[src/include/ovs_pkg.sv]
// package: constants and types of the overload and over-temperature supervisor
// Notes on behaviour
// - overload latch data is low; a reset pulse clears it only once detect is low.
// - clearing the overload latch releases the amplifier input clamp.
// - persistent overload keeps the latch set; repeated reset pulses never clear it until detect drops.
// - device gives inverted and re-inverted buffered forms of low-frequency gain select.
// - hv gain select is low only when the 100kHz range is selected, or the 1kHz range with kv low.
// - any of four temperature comparators tripped drives heatsink overheat high.
// - a missing overheat source reads as an over-temperature failure.
// - heatsink overheat is captured in a status register the processor reads.
// - limit detect high sets the latch and holds it; latch drives limit status low.
// - limit detect high asserts the input clamp at once; the set latch holds it.
package ovs_pkg;

  localparam int ADDR_W = 8;
  localparam int DATA_W = 32;

  // register byte offsets
  localparam logic [7:0] OFS_CTRL = 8'h00;
  localparam logic [7:0] OFS_STATUS = 8'h04;
  localparam logic [7:0] OFS_LIM_RST = 8'h08;
  localparam logic [7:0] OFS_IRQ_STAT = 8'h0C;
  localparam logic [7:0] OFS_IRQ_EN = 8'h10;
  localparam logic [7:0] OFS_IRQ_CLR = 8'h14;
  localparam logic [7:0] OFS_OL_COUNT = 8'h18;

  // control register fields
  localparam int CTRL_LF_BIT = 0;
  localparam int CTRL_R0_BIT = 1;
  localparam int CTRL_W = 2;
  localparam logic [1:0] CTRL_RESET = 2'h0;

  // interrupt bit positions
  localparam int IRQ_OL_SET = 0;
  localparam int IRQ_OL_CLR = 1;
  localparam int IRQ_HEAT = 2;
  localparam int IRQ_W = 3;
  localparam logic [2:0] IRQ_RESET = 3'h0;

  // synchroniser and counter figures
  localparam int SYNC_STAGES = 3;
  localparam int TEMP_CHANNELS = 4;
  localparam int OL_COUNT_W = 8;
  localparam logic [7:0] OL_COUNT_RESET = 8'h00;
  localparam logic [7:0] OL_COUNT_MAX = 8'hFF;

  // status register layout, high bits first
  typedef struct packed {
    logic [OL_COUNT_W-1:0] pulses_held;
    logic hv_gain;
    logic lf_gain;
    logic clamp;
    logic detect;
    logic latch;
    logic heat;
    logic limit_status_n;
  } ovs_status_t;

  localparam int STATUS_W = OL_COUNT_W + 7;

  // register bus request
  typedef struct packed {
    logic [ADDR_W-1:0] addr;
    logic [DATA_W-1:0] wdata;
    logic wr;
    logic rd;
  } ovs_req_t;

  // decodes one register offset, used by the write path
  function automatic logic ovs_hit(input logic [ADDR_W-1:0] a, input logic [7:0] ofs);
    return a == ofs;
  endfunction

endpackage

[src/rtl/ovs_sync.sv]
// module: three-stage input synchroniser with agreement filter
`timescale 1ns/1ps
`default_nettype none
module ovs_sync #(
  parameter int WIDTH = 1
) (
  input wire logic mclk,
  input wire logic nrst,
  input wire logic [WIDTH-1:0] async_in,
  output logic [WIDTH-1:0] sync_out
);

  logic [WIDTH-1:0] s1_q;
  logic [WIDTH-1:0] s2_q;
  logic [WIDTH-1:0] s3_q;
  logic [WIDTH-1:0] out_q;
  logic [WIDTH-1:0] out_d;

  // s1 feeds only s2; a change counts once s2 and s3 agree
  always_comb begin
    out_d = out_q;
    for (int i = 0; i < WIDTH; i++) begin
      if (s2_q[i] == s3_q[i]) begin
        out_d[i] = s3_q[i];
      end
    end
  end

  always_ff @(posedge mclk) begin
    if (!nrst) begin
      s1_q <= '0;
      s2_q <= '0;
      s3_q <= '0;
      out_q <= '0;
    end else begin
      s1_q <= async_in;
      s2_q <= s1_q;
      s3_q <= s2_q;
      out_q <= out_d;
    end
  end

  assign sync_out = out_q;

endmodule // ovs_sync
`default_nettype wire

[src/rtl/ovs_supervisor.sv]
// module: overload latch, hv gain select and heatsink overheat supervisor
//
// Strobed register access and the register addresses were chosen for this implementation.
`timescale 1ns/1ps
`default_nettype none
module ovs_supervisor #(
  parameter int TEMP_N = ovs_pkg::TEMP_CHANNELS
) (
  input wire logic mclk,
  input wire logic nrst,
  input wire logic [ovs_pkg::ADDR_W-1:0] reg_addr,
  input wire logic [ovs_pkg::DATA_W-1:0] reg_wdata,
  input wire logic reg_wr,
  input wire logic reg_rd,
  output logic [ovs_pkg::DATA_W-1:0] reg_rdata,
  input wire logic limit_detect,
  input wire logic [TEMP_N-1:0] temp_trip,
  input wire logic pa_present,
  output logic limit_status_n,
  output logic limit_reset_pulse,
  output logic amp_input_clamp,
  output logic low_freq_gain_select_n,
  output logic low_freq_gain_select,
  output logic hv_gain_select,
  output logic heatsink_overheat,
  output logic irq
);

  ovs_pkg::ovs_req_t req;
  assign req.addr = reg_addr;
  assign req.wdata = reg_wdata;
  assign req.wr = reg_wr;
  assign req.rd = reg_rd;

  // pin inputs cross into mclk; pa_present is pulled to absent during reset
  logic [TEMP_N+1:0] pins_raw;
  logic [TEMP_N+1:0] pins_s;
  assign pins_raw = {pa_present, limit_detect, temp_trip};

  ovs_sync #(
    .WIDTH(TEMP_N + 2)
  ) u_sync (
    .mclk(mclk),
    .nrst(nrst),
    .async_in(pins_raw),
    .sync_out(pins_s)
  );

  logic det_s;
  logic present_s;
  logic [TEMP_N-1:0] trip_s;
  assign trip_s = pins_s[TEMP_N-1:0];
  assign det_s = pins_s[TEMP_N];
  assign present_s = pins_s[TEMP_N+1];

  // write decode
  logic wr_ctrl;
  logic wr_lim_rst;
  logic wr_irq_en;
  logic wr_irq_clr;
  assign wr_ctrl = req.wr && ovs_pkg::ovs_hit(req.addr, ovs_pkg::OFS_CTRL);
  assign wr_lim_rst = req.wr && ovs_pkg::ovs_hit(req.addr, ovs_pkg::OFS_LIM_RST);
  assign wr_irq_en = req.wr && ovs_pkg::ovs_hit(req.addr, ovs_pkg::OFS_IRQ_EN);
  assign wr_irq_clr = req.wr && ovs_pkg::ovs_hit(req.addr, ovs_pkg::OFS_IRQ_CLR);

  // control register and link-driven reset pulse
  logic [ovs_pkg::CTRL_W-1:0] ctrl_q;
  logic [ovs_pkg::CTRL_W-1:0] ctrl_d;
  logic rst_pulse_q;
  logic rst_pulse_d;

  always_comb begin
    ctrl_d = ctrl_q;
    if (wr_ctrl) begin
      ctrl_d = reg_wdata[ovs_pkg::CTRL_W-1:0];
    end
    // any write to the reset register is one limit-reset clock pulse
    rst_pulse_d = wr_lim_rst;
  end

  always_ff @(posedge mclk) begin
    if (!nrst) begin
      ctrl_q <= ovs_pkg::CTRL_RESET;
      rst_pulse_q <= 1'b0;
    end else begin
      ctrl_q <= ctrl_d;
      rst_pulse_q <= rst_pulse_d;
    end
  end

  // overload latch
  logic latch_q;
  logic latch_d;
  logic [ovs_pkg::OL_COUNT_W-1:0] held_q;
  logic [ovs_pkg::OL_COUNT_W-1:0] held_d;

  always_comb begin
    latch_d = latch_q;
    if (det_s) begin
      // set dominates, so a pulse during detect never clears it
      latch_d = 1'b1;
    end else if (rst_pulse_q) begin
      latch_d = 1'b0;
    end
    // counts pulses refused because detect was still high
    held_d = held_q;
    if (rst_pulse_q && det_s && held_q != ovs_pkg::OL_COUNT_MAX) begin
      held_d = held_q + 1'b1;
    end else if (!latch_q) begin
      held_d = ovs_pkg::OL_COUNT_RESET;
    end
  end

  always_ff @(posedge mclk) begin
    if (!nrst) begin
      latch_q <= 1'b0;
      held_q <= ovs_pkg::OL_COUNT_RESET;
    end else begin
      latch_q <= latch_d;
      held_q <= held_d;
    end
  end

  // overload event count, saturating, readable
  logic [ovs_pkg::OL_COUNT_W-1:0] ol_cnt_q;
  logic [ovs_pkg::OL_COUNT_W-1:0] ol_cnt_d;
  logic ol_set_ev;
  logic ol_clr_ev;
  assign ol_set_ev = latch_d && !latch_q;
  assign ol_clr_ev = !latch_d && latch_q;

  always_comb begin
    ol_cnt_d = ol_cnt_q;
    if (ol_set_ev && ol_cnt_q != ovs_pkg::OL_COUNT_MAX) begin
      ol_cnt_d = ol_cnt_q + 1'b1;
    end
  end

  always_ff @(posedge mclk) begin
    if (!nrst) begin
      ol_cnt_q <= ovs_pkg::OL_COUNT_RESET;
    end else begin
      ol_cnt_q <= ol_cnt_d;
    end
  end

  // output flops
  logic clamp_q;
  logic clamp_d;
  logic lf_n_q;
  logic lf_n_d;
  logic lf_q;
  logic lf_d;
  logic hv_q;
  logic hv_d;
  logic heat_q;
  logic heat_d;

  always_comb begin
    // detect drives the clamp directly; the latch keeps it on after detect drops
    clamp_d = det_s || latch_d;
    lf_n_d = !ctrl_d[ovs_pkg::CTRL_LF_BIT];
    lf_d = !lf_n_d;
    // low only for lf=0, r0=1, which selects 100kHz, or 1kHz when kv is low
    hv_d = ctrl_d[ovs_pkg::CTRL_LF_BIT] || !ctrl_d[ovs_pkg::CTRL_R0_BIT];
    // a missing amplifier assembly must look like a failure, never as cool
    heat_d = (|trip_s) || !present_s;
  end

  always_ff @(posedge mclk) begin
    if (!nrst) begin
      clamp_q <= 1'b0;
      lf_n_q <= 1'b1;
      lf_q <= 1'b0;
      hv_q <= 1'b1;
      heat_q <= 1'b0;
    end else begin
      clamp_q <= clamp_d;
      lf_n_q <= lf_n_d;
      lf_q <= lf_d;
      hv_q <= hv_d;
      heat_q <= heat_d;
    end
  end

  // interrupts: sticky, set wins over a clear in the same cycle
  logic [ovs_pkg::IRQ_W-1:0] irq_stat_q;
  logic [ovs_pkg::IRQ_W-1:0] irq_stat_d;
  logic [ovs_pkg::IRQ_W-1:0] irq_en_q;
  logic [ovs_pkg::IRQ_W-1:0] irq_en_d;
  logic [ovs_pkg::IRQ_W-1:0] irq_set;
  logic [ovs_pkg::IRQ_W-1:0] irq_clr;

  always_comb begin
    irq_set = '0;
    irq_set[ovs_pkg::IRQ_OL_SET] = ol_set_ev;
    irq_set[ovs_pkg::IRQ_OL_CLR] = ol_clr_ev;
    irq_set[ovs_pkg::IRQ_HEAT] = heat_d && !heat_q;
    irq_clr = wr_irq_clr ? reg_wdata[ovs_pkg::IRQ_W-1:0] : '0;
    irq_stat_d = (irq_stat_q & ~irq_clr) | irq_set;
    irq_en_d = wr_irq_en ? reg_wdata[ovs_pkg::IRQ_W-1:0] : irq_en_q;
  end

  always_ff @(posedge mclk) begin
    if (!nrst) begin
      irq_stat_q <= ovs_pkg::IRQ_RESET;
      irq_en_q <= ovs_pkg::IRQ_RESET;
    end else begin
      irq_stat_q <= irq_stat_d;
      irq_en_q <= irq_en_d;
    end
  end

  // read path, data valid only in the cycle after the strobe
  ovs_pkg::ovs_status_t status;
  assign status.pulses_held = held_q;
  assign status.hv_gain = hv_q;
  assign status.lf_gain = lf_q;
  assign status.clamp = clamp_q;
  assign status.detect = det_s;
  assign status.latch = latch_q;
  assign status.heat = heat_q;
  assign status.limit_status_n = !latch_q;

  logic [ovs_pkg::DATA_W-1:0] rdata_q;
  logic [ovs_pkg::DATA_W-1:0] rdata_d;

  always_comb begin
    rdata_d = '0;
    if (req.rd) begin
      case (req.addr)
        ovs_pkg::OFS_CTRL: rdata_d[ovs_pkg::CTRL_W-1:0] = ctrl_q;
        ovs_pkg::OFS_STATUS: rdata_d[ovs_pkg::STATUS_W-1:0] = status;
        ovs_pkg::OFS_IRQ_STAT: rdata_d[ovs_pkg::IRQ_W-1:0] = irq_stat_q;
        ovs_pkg::OFS_IRQ_EN: rdata_d[ovs_pkg::IRQ_W-1:0] = irq_en_q;
        ovs_pkg::OFS_OL_COUNT: rdata_d[ovs_pkg::OL_COUNT_W-1:0] = ol_cnt_q;
        default: rdata_d = '0;
      endcase
    end
  end

  always_ff @(posedge mclk) begin
    if (!nrst) begin
      rdata_q <= '0;
    end else begin
      rdata_q <= rdata_d;
    end
  end

  assign reg_rdata = rdata_q;
  assign limit_status_n = !latch_q;
  assign limit_reset_pulse = rst_pulse_q;
  assign amp_input_clamp = clamp_q;
  assign low_freq_gain_select_n = lf_n_q;
  assign low_freq_gain_select = lf_q;
  assign hv_gain_select = hv_q;
  assign heatsink_overheat = heat_q;
  assign irq = |(irq_stat_q & irq_en_q);

endmodule // ovs_supervisor
`default_nettype wire

[config.mk]
export PLATFORM = sky130hd
export DESIGN_NAME = ovs_supervisor
export DESIGN_NICKNAME = d
export VERILOG_FILES = /design/src/include/ovs_pkg.sv /design/src/rtl/ovs_sync.sv /design/src/rtl/ovs_supervisor.sv
export SDC_FILE = /design/constraint.sdc
export NUM_CORES = 1
export LEC_CHECK = 0
export BUFFER_PORTS_ARGS = -buffer_cell sky130_fd_sc_hd__buf_4
export CAP_MARGIN = 20
export CORE_ASPECT_RATIO = 0.75
export CORE_MARGIN = 3
export CORE_UTILIZATION = 56
export CTS_BUF_LIST = sky130_fd_sc_hd__clkbuf_8
export CTS_CLUSTER_SIZE = 8
export DETAILED_ROUTE_END_ITERATION = 10
export PLACE_DENSITY = 0.87
export SETUP_SLACK_MARGIN = 0.2
export SLEW_MARGIN = 20
export SYNTH_ARGS = -nofsm -noshare
export SYNTH_HDL_FRONTEND = slang
export SYNTH_SLANG_ARGS = --single-unit
export TNS_END_PERCENT = 1
[constraint.sdc]
create_clock -name mclk -period 3.2 [get_ports mclk]
set_clock_uncertainty 0.15 [all_clocks]
set_input_delay 0.16 -clock mclk [delete_from_list [all_inputs] [get_ports mclk]]
set_output_delay 0.16 -clock mclk [all_outputs]
set_load 0.05 [all_outputs]
==> impl_results.md <==
* First-pass GRT wire length at 8960 um
* Worst slew pin tran at 0.733 ns
* Post-route cell area at 3410 um^2
* Fin nets at 405
* Initial DRT Pass Iterations at 4
* GPL Wtd Cong at 0.886
* Initial Util at 0.605
* Fill cells at 329
* Cells after Synth at 300
* # Post-CTS Setup Buffers at 0
* Final hold slack at 0.0486 ns
* Post-synthesis cell type count at 56
* Starting DRT DRC Count at 159
* Final TNS setup at 0 ns
* Crit. End Element: flip-flop
* FMAX at 537 MHz
* #FFs+latches synth at 68
* Ys async rst share at 0
* DRC violations left at 0
* Simple-gate share of the synthesized area at 0.245
* Worst Path Max Fanout at 15
* CTS sink count at 68
* Post-placement cell area at 3110 um^2
* Hold crit path type: in -> reg
* WL/cell at 13.4 um
* Yosys warnings at 0
* CP arrival at 1.97 ns
* Synth top area share at 0.481
* Vias in the first global route at 2,030
* Post-synth EDFFs at 0
* Antenna violations before repair at 0
* Max-cap violations at 0
* Largest family of logic cells by synthesized area: simple AND/OR/NAND/NOR gates
* Status: complete, no violations
* Compound-gate portion of the synthesized area at 0.150
* DP Worst Slack at 1.35 ns
* CP delay by family, top: simple AND/OR/NAND/NOR gates
* Max-slew violations at 0
* Post-synthesis adder-cell area fraction at 0.00884
* Leakage at 1.34 nW
* Fin cells at 413
* DIE HEIGHT at 67.6 um
* Post-route setup slack at 1.34 ns
* Min cycle time layout at 1.86 ns
* Endpoints failing setup at 0
* Core Rows at 21
* # placed instances at 388
* Commonest cells in the synthesized netlist: dfxtp_1, and2_1, a21oi_1
* Type of origin of the critical path: flip-flop
* Port Buffer Count at 43
* Die W at 88.1 um
* Post-layout util at 0.730
* Synth Cell Area at 2830 um^2
* Clock latency at the later pin of the worst-skew pair at 0.33 ns
* Ant. Diodes at 0
* Gr usage total at 0.196
* Maximum vdd drop at 0.000383 V
* H-tree level count at 3
* Root Buffer: clkbuf_8
* Mux cell area share after synthesis at 0.0393
* Routed wire length at 5530 um
* DIE AREA at 5950 um^2
* Worst Path Buf+Inv at 0
* Register Area at 1360 um^2
* Largest net degree at the start of global routing at 37
* Power, Total at 1.66 mW
* Worst stage delay on the critical path at 0.51 ns
* Cells along the critical path: and2b_4 > o21ai_4 > or4_1 > a21oi_1
* Via count at 2,273
* Routed vias/inst at 5.50
* Power per cell area at 487 nW/um^2
* ANT nets after route at 0
* Ys flop type: dfxtp_1
* Critical path's slowest cell: or4_1
* Io pins at 90
* Multi-input logic area at 1340 um^2
* Max Root-Sink Buffers at 2
* Area growth from synthesis to layout at 20.5%
* Xor-xnor portion of the synthesized cell area at 0.00619
* Max-slew headroom at 0.511
* Clock-pin slew on the worst setup and hold paths at 0.07 ns
* Floorplan Core Area at 4680 um^2
* CP required at 3.30 ns
* Fin crit share at 0.582
* Final HPWL DP at 3810 um
* Final hold vios at 0
* RSZ-0062 raised after global routing: no
* Share of cells above drive strength 1 at 0.205
* Overflow after GRT at 0
* Most frequent cell after synthesis: dfxtp_1
* Cts bufs inserted at 9
* Register area share after synthesis at 0.481
* Area leader, netlist: dfxtp_1
* Top cells by area, synth: dfxtp_1, and2_1, buf_4
* CTS tree: yes
* Synthesized area per cell at 9.44 um^2
* Critical Setup Path Class: reg -> reg
layout make-up:
class / instances / area share
clock inverters: 3 / 0.0114
multi-input cells: 214 / 0.391
repair buffers: 54 / 0.127
well taps: 57 / 0.0209
clock buffers: 11 / 0.0444
inverters: 6 / 0.00660
flip-flops and latches: 68 / 0.399
path summary, 6_finish.rpt:
kind                  startpoint  slack, ns  cells past startpoint        endpoint
setup reg to reg         latch_q       1.34                      4     ol_cnt_q[5]
hold reg to reg   u_sync.s1_q[2]       0.28                      1  u_sync.s2_q[2]
setup / recovery         latch_q       1.34                      4     ol_cnt_q[5]
hold / removal       reg_addr[3]       0.05                      3    reg_rdata[0]
cell usage in the layout, fill, tap and decap left out, types with 2 or more instances in the layout:
master and instances:
a21oi_1 19, a22oi_1 6, a31oi_1 3, and2_1 27
and3_1 2, buf_4 43, clkbuf_8 11, conb_1 17
dfxtp_1 68, dlygate4sd3_1 11, ha_1 2, inv_1 7
mux2_4 2, mux2i_1 7, nand2_1 18, nand3_1 18
nand3b_1 3, nand4_1 7, nor2_1 18, nor2b_1 4
nor3_1 2, nor3b_1 2, nor4_1 3, o21a_1 5
o21ai_0 16, o31ai_1 2, or3_1 2, or3_2 2
xor2_1 2
state kept, by name, indices dropped and copies added (netlist names):
register                count
latch_q                     1
hv_gain_select              1
ol_cnt_q                    8
reg_rdata                  15
irq_stat_q                  3
limit_reset_pulse           1
heatsink_overheat           1
irq_en_q                    3
u_sync.s3_q                 6
u_sync.sync_out             6
ctrl_q                      2
held_q                      8
u_sync.s1_q                 6
u_sync.s2_q                 6
low_freq_gain_select_n      1
where the power goes:
part / internal, mW / total (mW) / leakage [nW] / switching [mW]
logic: 0.0395 / 0.124 / 0.690 / 0.0841
clock network: 0.390 / 0.674 / 0.102 / 0.285
registers: 0.858 / 0.863 / 0.552 / 0.00540
total: 1.29 / 1.66 / 1.34 / 0.374
cell families after synthesis:
group / count (synthesis)
AO/OA/AOI/OAI: 64
XOR/XNOR: 2
adder cells (fa/ha/maj): 2
buffers and inverters: 34
flip-flops: 68
multiplexers: 10
other: 1
AND/OR/NAND/NOR: 119
what timing repair did:
action	4_1_cts	5_1_grt
hold buffers	11	0
endpoints found under the hold margin	12	0
gates resized for setup	0	0
endpoints found under the setup margin	0	0
tightest hold or removal path, cell delays in order:
cell and delay, ns:
buf_4 0.17, nor2_1 0.11, nor3_1 0.05
routing by layer:
metal | vias up | global-route usage | routed length (um)
met3 | 9 | 0.0549 | 424
met4 | 0 | 0.0830 | 66
met2 | 70 | 0.322 | 2600
li1 | 1134 | - | -
met1 | 1060 | 0.244 | 2440
met5 | - | 0 | 0
No activity file was read; power rests on OpenSTA's default activity.
